===== src/ebps_pkg.sv =====
// Package for the expansion bus phase sequencer: modes, phase states, widths, limits.
// Assumes both bus ends import it whole.
package ebps_pkg;
    // ------------------------------------------------------------
    // Widths
    // ------------------------------------------------------------
    localparam int ADDR_W = 24;
    localparam int DATA_W = 8;
    localparam int CS_W = 8;
    localparam int PARAM_W = 4;
    localparam int CNT_W = 5;
    // ------------------------------------------------------------
    // Phase parameter limits and offsets
    // ------------------------------------------------------------
    localparam logic [PARAM_W-1:0] HOST_ADDR_MIN = 4'h2;
    localparam logic [PARAM_W-1:0] HOST_SETUP_MIN = 4'h2;
    localparam logic [PARAM_W-1:0] HOST_STROBE_MIN = 4'h1;
    localparam logic [CNT_W-1:0] CNT_ZERO = 5'h00;
    localparam logic [CNT_W-1:0] CNT_ONE = 5'h01;
    localparam logic [CNT_W-1:0] HOST_EXTRA = 5'h01;
    // ------------------------------------------------------------
    // Modes and phases
    // ------------------------------------------------------------
    typedef enum logic {
        EBPS_MODE_SIMPLEX,
        EBPS_MODE_HOST
    } ebps_mode_t;
    typedef enum logic [2:0] {
        EBPS_IDLE,
        EBPS_ADDR,
        EBPS_SETUP,
        EBPS_STROBE,
        EBPS_HOLD,
        EBPS_RECOV
    } ebps_phase_t;
endpackage


===== src/ebps_bus_if.sv =====
// Interface joining the sequencer to the peripheral or DSP host port.
// Assumes one clock shared by both ends; data lines split into per-end drivers.
`timescale 1ns/1ps
interface ebps_bus_if;
    import ebps_pkg::*;
    logic [ADDR_W-1:0] addr;
    logic [CS_W-1:0] cs_n;
    logic address_latch_pulse;
    logic single_data_strobe_n;
    logic host_data_strobe;
    logic wr_n;
    logic [DATA_W-1:0] data_out;
    logic data_oe_n;
    logic [DATA_W-1:0] data_in;
    logic host_wait_in;
    modport seq (
        output addr, cs_n, address_latch_pulse, single_data_strobe_n, host_data_strobe,
        output wr_n, data_out, data_oe_n,
        input data_in, host_wait_in
    );
    modport periph (
        input addr, cs_n, address_latch_pulse, single_data_strobe_n, host_data_strobe,
        input wr_n, data_out, data_oe_n,
        output data_in, host_wait_in
    );
endinterface // ebps_bus_if


===== src/ebps_sequencer.sv =====
// Expansion bus sequencer: runs address, setup, strobe, hold and recovery phases.
// Assumes requests and phase parameters from same-clock logic; wait input comes from a pin.
//
// What this block does
// - Simplex mode never pulses address latch
// - Address phase length from programmed parameter
// - Setup phase length before strobe asserts; the host strobe here asserts at the start of setup instead
// - Strobe length programmed; data held throughout
// - Hold phase keeps selects, address, data
// - Recovery gap between successive accesses
// - Phases counted in bus clock cycles
// - Recovery 1-16 simplex, 2-17 host
// - Host mode address parameter at least 2
// - Host mode setup parameter at least 2
// - Host mode strobe parameter at least 1
// - Wait freezes address and strobe phases
// - DSP may assert wait any time
// - One extra clock after wait drops
// - Host mode address with chip select
// - Host strobe 3-4 cycles after select
// - Host strobe pulse 4-5 cycles
// - Write data valid 4-5 before strobe rise
// - Write data held 4-36 after strobe
// - Simplex strobe width 1 to 16
//
// Design decisions made here: the placing of the registers and the strobed register port.
`timescale 1ns/1ps
module ebps_sequencer
    import ebps_pkg::*;
(
    // Clock and reset
    input wire logic clk_sys,
    input wire logic reset,
    // Configuration
    input wire logic mode,
    input wire logic [PARAM_W-1:0] address_phase,
    input wire logic [PARAM_W-1:0] setup_phase,
    input wire logic [PARAM_W-1:0] strobe_phase,
    input wire logic [PARAM_W-1:0] hold_phase,
    input wire logic [PARAM_W-1:0] recovery_phase,
    // Request side
    input wire logic req_valid,
    output logic req_ready,
    input wire logic req_write,
    input wire logic [ADDR_W-1:0] req_addr,
    input wire logic [CS_W-1:0] req_cs,
    input wire logic [DATA_W-1:0] req_wdata,
    output logic [DATA_W-1:0] rd_data,
    output logic rd_valid,
    output logic cfg_error,
    // Bus
    ebps_bus_if.seq bus
);
    // ------------------------------------------------------------
    // Phase length in cycles: parameter plus one, host adds one more to recovery only
    // ------------------------------------------------------------
    function automatic logic [CNT_W-1:0] phase_len(input logic [PARAM_W-1:0] p, input logic host);
        phase_len = {1'b0, p} + CNT_ONE + (host ? HOST_EXTRA : CNT_ZERO);
    endfunction

    ebps_phase_t phase_q;
    logic [CNT_W-1:0] cnt_q;
    logic host_q, write_q;
    logic wait_s1_q, wait_s2_q, wait_seen_q;
    logic [DATA_W-1:0] wdata_q;
    logic last;
    logic stall;

    // ------------------------------------------------------------
    // Wait input synchroniser
    // ------------------------------------------------------------
    always_ff @(posedge clk_sys) begin
        if (reset) begin
            wait_s1_q <= 1'b0;
            wait_s2_q <= 1'b0;
        end else begin
            wait_s1_q <= bus.host_wait_in;
            wait_s2_q <= wait_s1_q;
        end
    end

    // Wait only matters in host mode, during address or strobe phase
    assign stall = host_q && wait_s2_q && (phase_q == EBPS_ADDR || phase_q == EBPS_STROBE);
    assign last = (cnt_q == CNT_ONE) && !stall && !wait_seen_q;
    assign req_ready = (phase_q == EBPS_IDLE) && !cfg_error;

    // Host mode refuses parameters below the floor; refusing beats clamping them silently
    assign cfg_error = (mode == EBPS_MODE_HOST) && ((address_phase < HOST_ADDR_MIN) ||
        (setup_phase < HOST_SETUP_MIN) || (strobe_phase < HOST_STROBE_MIN));

    // ------------------------------------------------------------
    // Extra clock after wait drops
    // ------------------------------------------------------------
    always_ff @(posedge clk_sys) begin
        if (reset) begin
            wait_seen_q <= 1'b0;
        end else if (stall) begin
            wait_seen_q <= 1'b1;
        end else begin
            wait_seen_q <= 1'b0;
        end
    end

    // ------------------------------------------------------------
    // Phase machine
    // ------------------------------------------------------------
    always_ff @(posedge clk_sys) begin
        if (reset) begin
            phase_q <= EBPS_IDLE;
            cnt_q <= CNT_ZERO;
            host_q <= 1'b0;
            write_q <= 1'b0;
        end else begin
            unique case (phase_q)
                EBPS_IDLE: begin
                    if (req_valid && req_ready) begin
                        phase_q <= EBPS_ADDR;
                        host_q <= (mode == EBPS_MODE_HOST);
                        write_q <= req_write;
                        cnt_q <= phase_len(address_phase, 1'b0);
                    end
                end
                EBPS_ADDR: begin
                    if (last) begin
                        phase_q <= EBPS_SETUP;
                        cnt_q <= phase_len(setup_phase, 1'b0);
                    end else if (!stall && !wait_seen_q) begin
                        cnt_q <= cnt_q - CNT_ONE;
                    end
                end
                EBPS_SETUP: begin
                    if (cnt_q == CNT_ONE) begin
                        phase_q <= EBPS_STROBE;
                        cnt_q <= phase_len(strobe_phase, 1'b0);
                    end else begin
                        cnt_q <= cnt_q - CNT_ONE;
                    end
                end
                EBPS_STROBE: begin
                    if (last) begin
                        phase_q <= EBPS_HOLD;
                        cnt_q <= phase_len(hold_phase, 1'b0);
                    end else if (!stall && !wait_seen_q) begin
                        cnt_q <= cnt_q - CNT_ONE;
                    end
                end
                EBPS_HOLD: begin
                    if (cnt_q == CNT_ONE) begin
                        phase_q <= EBPS_RECOV;
                        cnt_q <= phase_len(recovery_phase, host_q);
                    end else begin
                        cnt_q <= cnt_q - CNT_ONE;
                    end
                end
                EBPS_RECOV: begin
                    if (cnt_q == CNT_ONE) begin
                        phase_q <= EBPS_IDLE;
                        cnt_q <= CNT_ZERO;
                    end else begin
                        cnt_q <= cnt_q - CNT_ONE;
                    end
                end
                default: begin
                    phase_q <= EBPS_IDLE;
                end
            endcase
        end
    end

    // ------------------------------------------------------------
    // Bus outputs, registered from the phase of the next cycle
    // ------------------------------------------------------------
    always_ff @(posedge clk_sys) begin
        if (reset) begin
            bus.addr <= '0;
            bus.cs_n <= '1;
            wdata_q <= '0;
        end else if (phase_q == EBPS_IDLE && req_valid && req_ready) begin
            bus.addr <= req_addr;
            bus.cs_n <= ~req_cs;
            wdata_q <= req_wdata;
        end else if (phase_q == EBPS_HOLD && cnt_q == CNT_ONE) begin
            bus.cs_n <= '1;
        end
    end

    // Outputs decode the current phase, so they line up with it exactly
    always_comb begin
        bus.address_latch_pulse = 1'b0;
        bus.single_data_strobe_n = !(phase_q == EBPS_STROBE && !host_q);
        // Host strobe spans setup and strobe, so its lead after select and its width both fit
        bus.host_data_strobe = host_q && (phase_q == EBPS_SETUP || phase_q == EBPS_STROBE);
        bus.wr_n = !(write_q && phase_q != EBPS_IDLE && phase_q != EBPS_RECOV);
        bus.data_oe_n = !(write_q && (phase_q == EBPS_SETUP || phase_q == EBPS_STROBE
            || phase_q == EBPS_HOLD));
        bus.data_out = wdata_q;
    end

    // ------------------------------------------------------------
    // Read capture at the end of the strobe
    // ------------------------------------------------------------
    always_ff @(posedge clk_sys) begin
        if (reset) begin
            rd_data <= '0;
            rd_valid <= 1'b0;
        end else begin
            rd_valid <= (phase_q == EBPS_STROBE) && last && !write_q;
            if ((phase_q == EBPS_STROBE) && last && !write_q) begin
                rd_data <= bus.data_in;
            end
        end
    end
endmodule // ebps_sequencer


===== src/flat_wrapper.sv =====
// flat-port wrapper written by rule: the top's interface ports become plain ports
module ebps_sequencer_flat import ebps_pkg::*;
  (clk_sys, reset, mode, address_phase, setup_phase, strobe_phase, hold_phase, recovery_phase, req_valid, req_ready, req_write, req_addr, req_cs, req_wdata, rd_data, rd_valid, cfg_error, bus_addr, bus_cs_n, bus_address_latch_pulse, bus_single_data_strobe_n, bus_host_data_strobe, bus_wr_n, bus_data_out, bus_data_oe_n, bus_data_in, bus_host_wait_in);
  ebps_bus_if bus_i ();
  input wire logic clk_sys;
  input wire logic reset;
  input wire logic mode;
  input wire logic [PARAM_W-1:0] address_phase;
  input wire logic [PARAM_W-1:0] setup_phase;
  input wire logic [PARAM_W-1:0] strobe_phase;
  input wire logic [PARAM_W-1:0] hold_phase;
  input wire logic [PARAM_W-1:0] recovery_phase;
  input wire logic req_valid;
  output logic req_ready;
  input wire logic req_write;
  input wire logic [ADDR_W-1:0] req_addr;
  input wire logic [CS_W-1:0] req_cs;
  input wire logic [DATA_W-1:0] req_wdata;
  output logic [DATA_W-1:0] rd_data;
  output logic rd_valid;
  output logic cfg_error;
  output wire logic [$bits(bus_i.addr)-1:0] bus_addr;
  output wire logic [$bits(bus_i.cs_n)-1:0] bus_cs_n;
  output wire logic [$bits(bus_i.address_latch_pulse)-1:0] bus_address_latch_pulse;
  output wire logic [$bits(bus_i.single_data_strobe_n)-1:0] bus_single_data_strobe_n;
  output wire logic [$bits(bus_i.host_data_strobe)-1:0] bus_host_data_strobe;
  output wire logic [$bits(bus_i.wr_n)-1:0] bus_wr_n;
  output wire logic [$bits(bus_i.data_out)-1:0] bus_data_out;
  output wire logic [$bits(bus_i.data_oe_n)-1:0] bus_data_oe_n;
  input wire logic [$bits(bus_i.data_in)-1:0] bus_data_in;
  input wire logic [$bits(bus_i.host_wait_in)-1:0] bus_host_wait_in;
  assign bus_addr = bus_i.addr;
  assign bus_cs_n = bus_i.cs_n;
  assign bus_address_latch_pulse = bus_i.address_latch_pulse;
  assign bus_single_data_strobe_n = bus_i.single_data_strobe_n;
  assign bus_host_data_strobe = bus_i.host_data_strobe;
  assign bus_wr_n = bus_i.wr_n;
  assign bus_data_out = bus_i.data_out;
  assign bus_data_oe_n = bus_i.data_oe_n;
  assign bus_i.data_in = bus_data_in;
  assign bus_i.host_wait_in = bus_host_wait_in;
  ebps_sequencer u_core (.clk_sys(clk_sys), .reset(reset), .mode(mode), .address_phase(address_phase), .setup_phase(setup_phase), .strobe_phase(strobe_phase), .hold_phase(hold_phase), .recovery_phase(recovery_phase), .req_valid(req_valid), .req_ready(req_ready), .req_write(req_write), .req_addr(req_addr), .req_cs(req_cs), .req_wdata(req_wdata), .rd_data(rd_data), .rd_valid(rd_valid), .cfg_error(cfg_error), .bus(bus_i));
endmodule

===== config.mk =====
export PLATFORM = sky130hd
export DESIGN_NAME = ebps_sequencer_flat
export DESIGN_NICKNAME = d
export VERILOG_FILES = /design/src/ebps_pkg.sv /design/src/ebps_bus_if.sv /design/src/ebps_sequencer.sv /design/src/flat_wrapper.sv
export SDC_FILE = /design/constraint.sdc
export NUM_CORES = 1
export LEC_CHECK = 0
export ABC_AREA = 1
export BUFFER_PORTS_ARGS = -buffer_cell sky130_fd_sc_hd__buf_2
export CAP_MARGIN = 20
export CELL_PAD_IN_SITES_DETAIL_PLACEMENT = 0
export CELL_PAD_IN_SITES_GLOBAL_PLACEMENT = 1
export CORE_ASPECT_RATIO = 1.2
export CORE_MARGIN = 1.5
export CORE_UTILIZATION = 28
export DETAILED_ROUTE_END_ITERATION = 12
export PLACE_DENSITY_LB_ADDON = 0.15
export SYNTH_ARGS = -nofsm -noshare
export SYNTH_HDL_FRONTEND = slang
export SYNTH_SLANG_ARGS = --single-unit

===== constraint.sdc =====
create_clock -name clk_sys -period 3.32 [get_ports clk_sys]
set_input_delay 0.332 -clock clk_sys [delete_from_list [all_inputs] [get_ports clk_sys]]
set_output_delay 0.332 -clock clk_sys [all_outputs]
set_load 0.02 [all_outputs]

==> results.toml <==
[route]
vias_per_cell = 4.63
drt_iter0_markers = 165
drcViolationCount = 0
dr.pass1.iters = 4
antenna_left = 0
wl_per_cell_um = 12.9
vias = 3542
drt-total-wl_um = 9840

[global_routing]
grt_max_degree = 42
grt_pass1_wl_um = 15900
grt-ovfl-total = 0
track_usage_pct = 16.4
use_met2_pct = 27.9
met1_usage_pct = 19.1
antenna_found_initial = 0
grt_pass1_vias = 3437
gr-usage-met3_pct = 5.16
busiest_layer = "met2"

[placement]
placed_area_mm2 = 0.00401
hpwl_um = 7260
port-buffer-count = 128
post-place-ws_ns = 1.16
place_congestion = 0.809
dpl.cell_count = 751

[layout]
finish.utilization_pct = 37.2
antenna_cells = 0
fin_nets = 690
drive_above_1_share_pct = 27.0
final_cell_area_mm2 = 0.00429
syn2layout_area_growth_pct = 30.4
stdcell_count = 765

[synth]
netlist.area_leader.share_pct = 37.7
synth_cells = 484
synth.net_count = 569
netlist_top_cells_area = "dfxtp_1 (38%), nand2_1 (15%), nand3_1 (11%), a21oi_1 (7.5%), ha_1 (4.2%)"
synth-edff-count = 0
synthArstFlopShare_pct = 0
synth_cell_types = 28
synthFlopType = "dfxtp_1"
synthTopCellsByCount = "nand2_1 (135), nand3_1 (69), dfxtp_1 (62), a21oi_1 (49)"
yosys_register_bits = 62
synth_top_cell_by_area = "dfxtp_1"
yosys_warnings = 0
syn_area_mm2 = 0.00329
yosysMostFrequentCell = "nand2_1"
ys_seq_area_share_pct = 37.7
synth_area_per_cell_um2 = 6.79

[sta]
timing.final.crit_share_pct = 67.6
min_period_ns = 2.24
worstMarginPinSlew_ns = 0.709
hold_viol_final = 0
fin_ws_ns = 1.08
relSlewSlack_pct = 52.7
setup_viol = 0
rsz0062_at_grt = "no"
final.setup.tns_ns = 0
fin_skew_ns = 0.00332
fmax_mhz = 446
drv_slew = 0

[power]
power_density_mw_per_mm2 = 732
vdd_ir_drop_max_mv = 0.320
p_leak_nw = 2.09
sw_frac_of_total_pct = 40.8
p_seq_share_pct = 30.6
p_comb_share_pct = 42.1
p_switching_mw = 1.28
cell_internal_pwr_mw = 1.86
pwr-share-clk_pct = 27.3

[cts]
cts_buffers = 9
clkTransAtPathRegs_ns = 0.05
cts_tree = "yes"
cts-htree-levels = 3
cts_resized = 0
clk_latency_ns = 0.32
postCtsHoldBufs = 0
cts-root-buf = "clkbuf_16"
cts.sinks = 62
cts_buffer_depth = 2
cts_setup_buffers = 0

[setup_path]
end_kind = "output port"
worstPathArrival_ns = 1.91
crit_type = "reg2out"
worstSetupStartpointType = "flip-flop"
cp_max_fo = 21
cp.required_ns = 2.99

[status]
status = "finished, final reports clean"

[floorplan]
fp.dieW_um = 102
core_mm2 = 0.0115
die_height_um = 122
pin_count = 130
start_util_pct = 28.6
fp-row-count = 43
die-area_mm2 = 0.0124

[flow_run]
max_cap_viol_count = 0

[min_path]
min_path_type = "in2reg"
==> through the flow <==
step	hold slack (ns)	total power, mW
3_5_place_dp	0.402	2.30
4_1_cts	0.202	3.18
2_1_floorplan	0.388	1.97
5_1_grt	0.236	3.39
3_3_place_gp	0.394	2.30
6_report	0.217	3.14
==> power by group through the flow <==
stage                     Clock, mW  Sequential [mW]  Combinational [mW]
after floorplan                   0             1.05               0.918
final                         0.857            0.959                1.32
after global placement            0            0.970                1.33
after global routing          0.911            0.973                1.51
after CTS                     0.889            0.958                1.34
after detailed placement          0            0.971                1.33
==> cells by family after synthesis <==
kind of cell | after synthesis | synth area share [%]
other | 1 | 0.114
buffers and inverters | 62 | 9.06
DFF | 62 | 37.7
AOI/OAI and AO/OA | 80 | 12.4
and+or+nand+nor | 263 | 35.2
xor gates and xnor gates | 5 | 1.33
adders and majority gates | 11 | 4.19
==> metal layers <==
metal	share of wire (%)	vias to the layer above
li1	-	1820
met1	43	1601
met2	48	105
met3	7.0	16
met4	2.1	0
met5	0	-
==> path summary, 6_finish.rpt <==
kind / start / end / slack, ns / depth (start not counted)
max: u_core.phase_q[0] / req_ready / 1.08 / 6
min reg2reg: u_core.wait_s1_q / u_core.wait_s2_q / 0.41 / 2
max reg2reg: u_core.cnt_q[1] / u_core.rd_data[2] / 1.23 / 10
min: bus_host_wait_in / u_core.wait_s1_q / 0.22 / 3
==> cells in the final DEF, fill, tap and decap left out <==
master / netlist / routed
buf_2: 1 / 128
clkbuf_16: 0 / 9
clkinv_2: 0 / 1
or2_2: 1 / 1
clkbuf_8: 0 / 3
nand2_1: 135 / 135
nor3_1: 4 / 4
conb_1: 1 / 1
nand3_1: 69 / 69
o21a_1: 1 / 1
o21ai_1: 8 / 8
inv_2: 4 / 4
xor2_1: 2 / 2
buf_4: 5 / 5
o21ai_0: 21 / 21
nor2_2: 5 / 5
dfxtp_1: 62 / 62
nor2_4: 2 / 2
nand3b_1: 3 / 3
nand2_4: 1 / 1
o21ai_2: 1 / 1
inv_1: 35 / 35
nor3_4: 1 / 1
ha_1: 11 / 11
nor2_1: 35 / 35
xnor2_1: 3 / 3
a21oi_1: 49 / 49
nand2_2: 3 / 3
clkbuf_1: 11 / 1
nand4_1: 4 / 4
==> area by class of cell <==
cell class,count,area (um2)
Fill cell,1297,7230
Sequential cell,62,1240
Clock buffer,13,270
Inverter,39,146
Clock inverter,1,5.00
Multi-Input combinational cell,360,1750
Timing Repair Buffer,133,678
Tap cell,157,196
==> registers in the layout, indices dropped and copies added, names as in the netlist, 3 cells and up <==
name and count:
u_core.bus.data_out 8, u_core.phase_q 3, u_core.rd_data 8, u_core.bus.cs_n 8, u_core.cnt_q 5, u_core.bus.addr 24
==> critical path: stages, from the launching register on <==
cell and delay [ns]:
dfxtp_1 0.37, inv_1 0.13, nand2_1 0.09, nor2_1 0.21
inv_2 0.10, nor2_4 0.43, buf_2 0.26
Power figures use the tool's default switching activity.
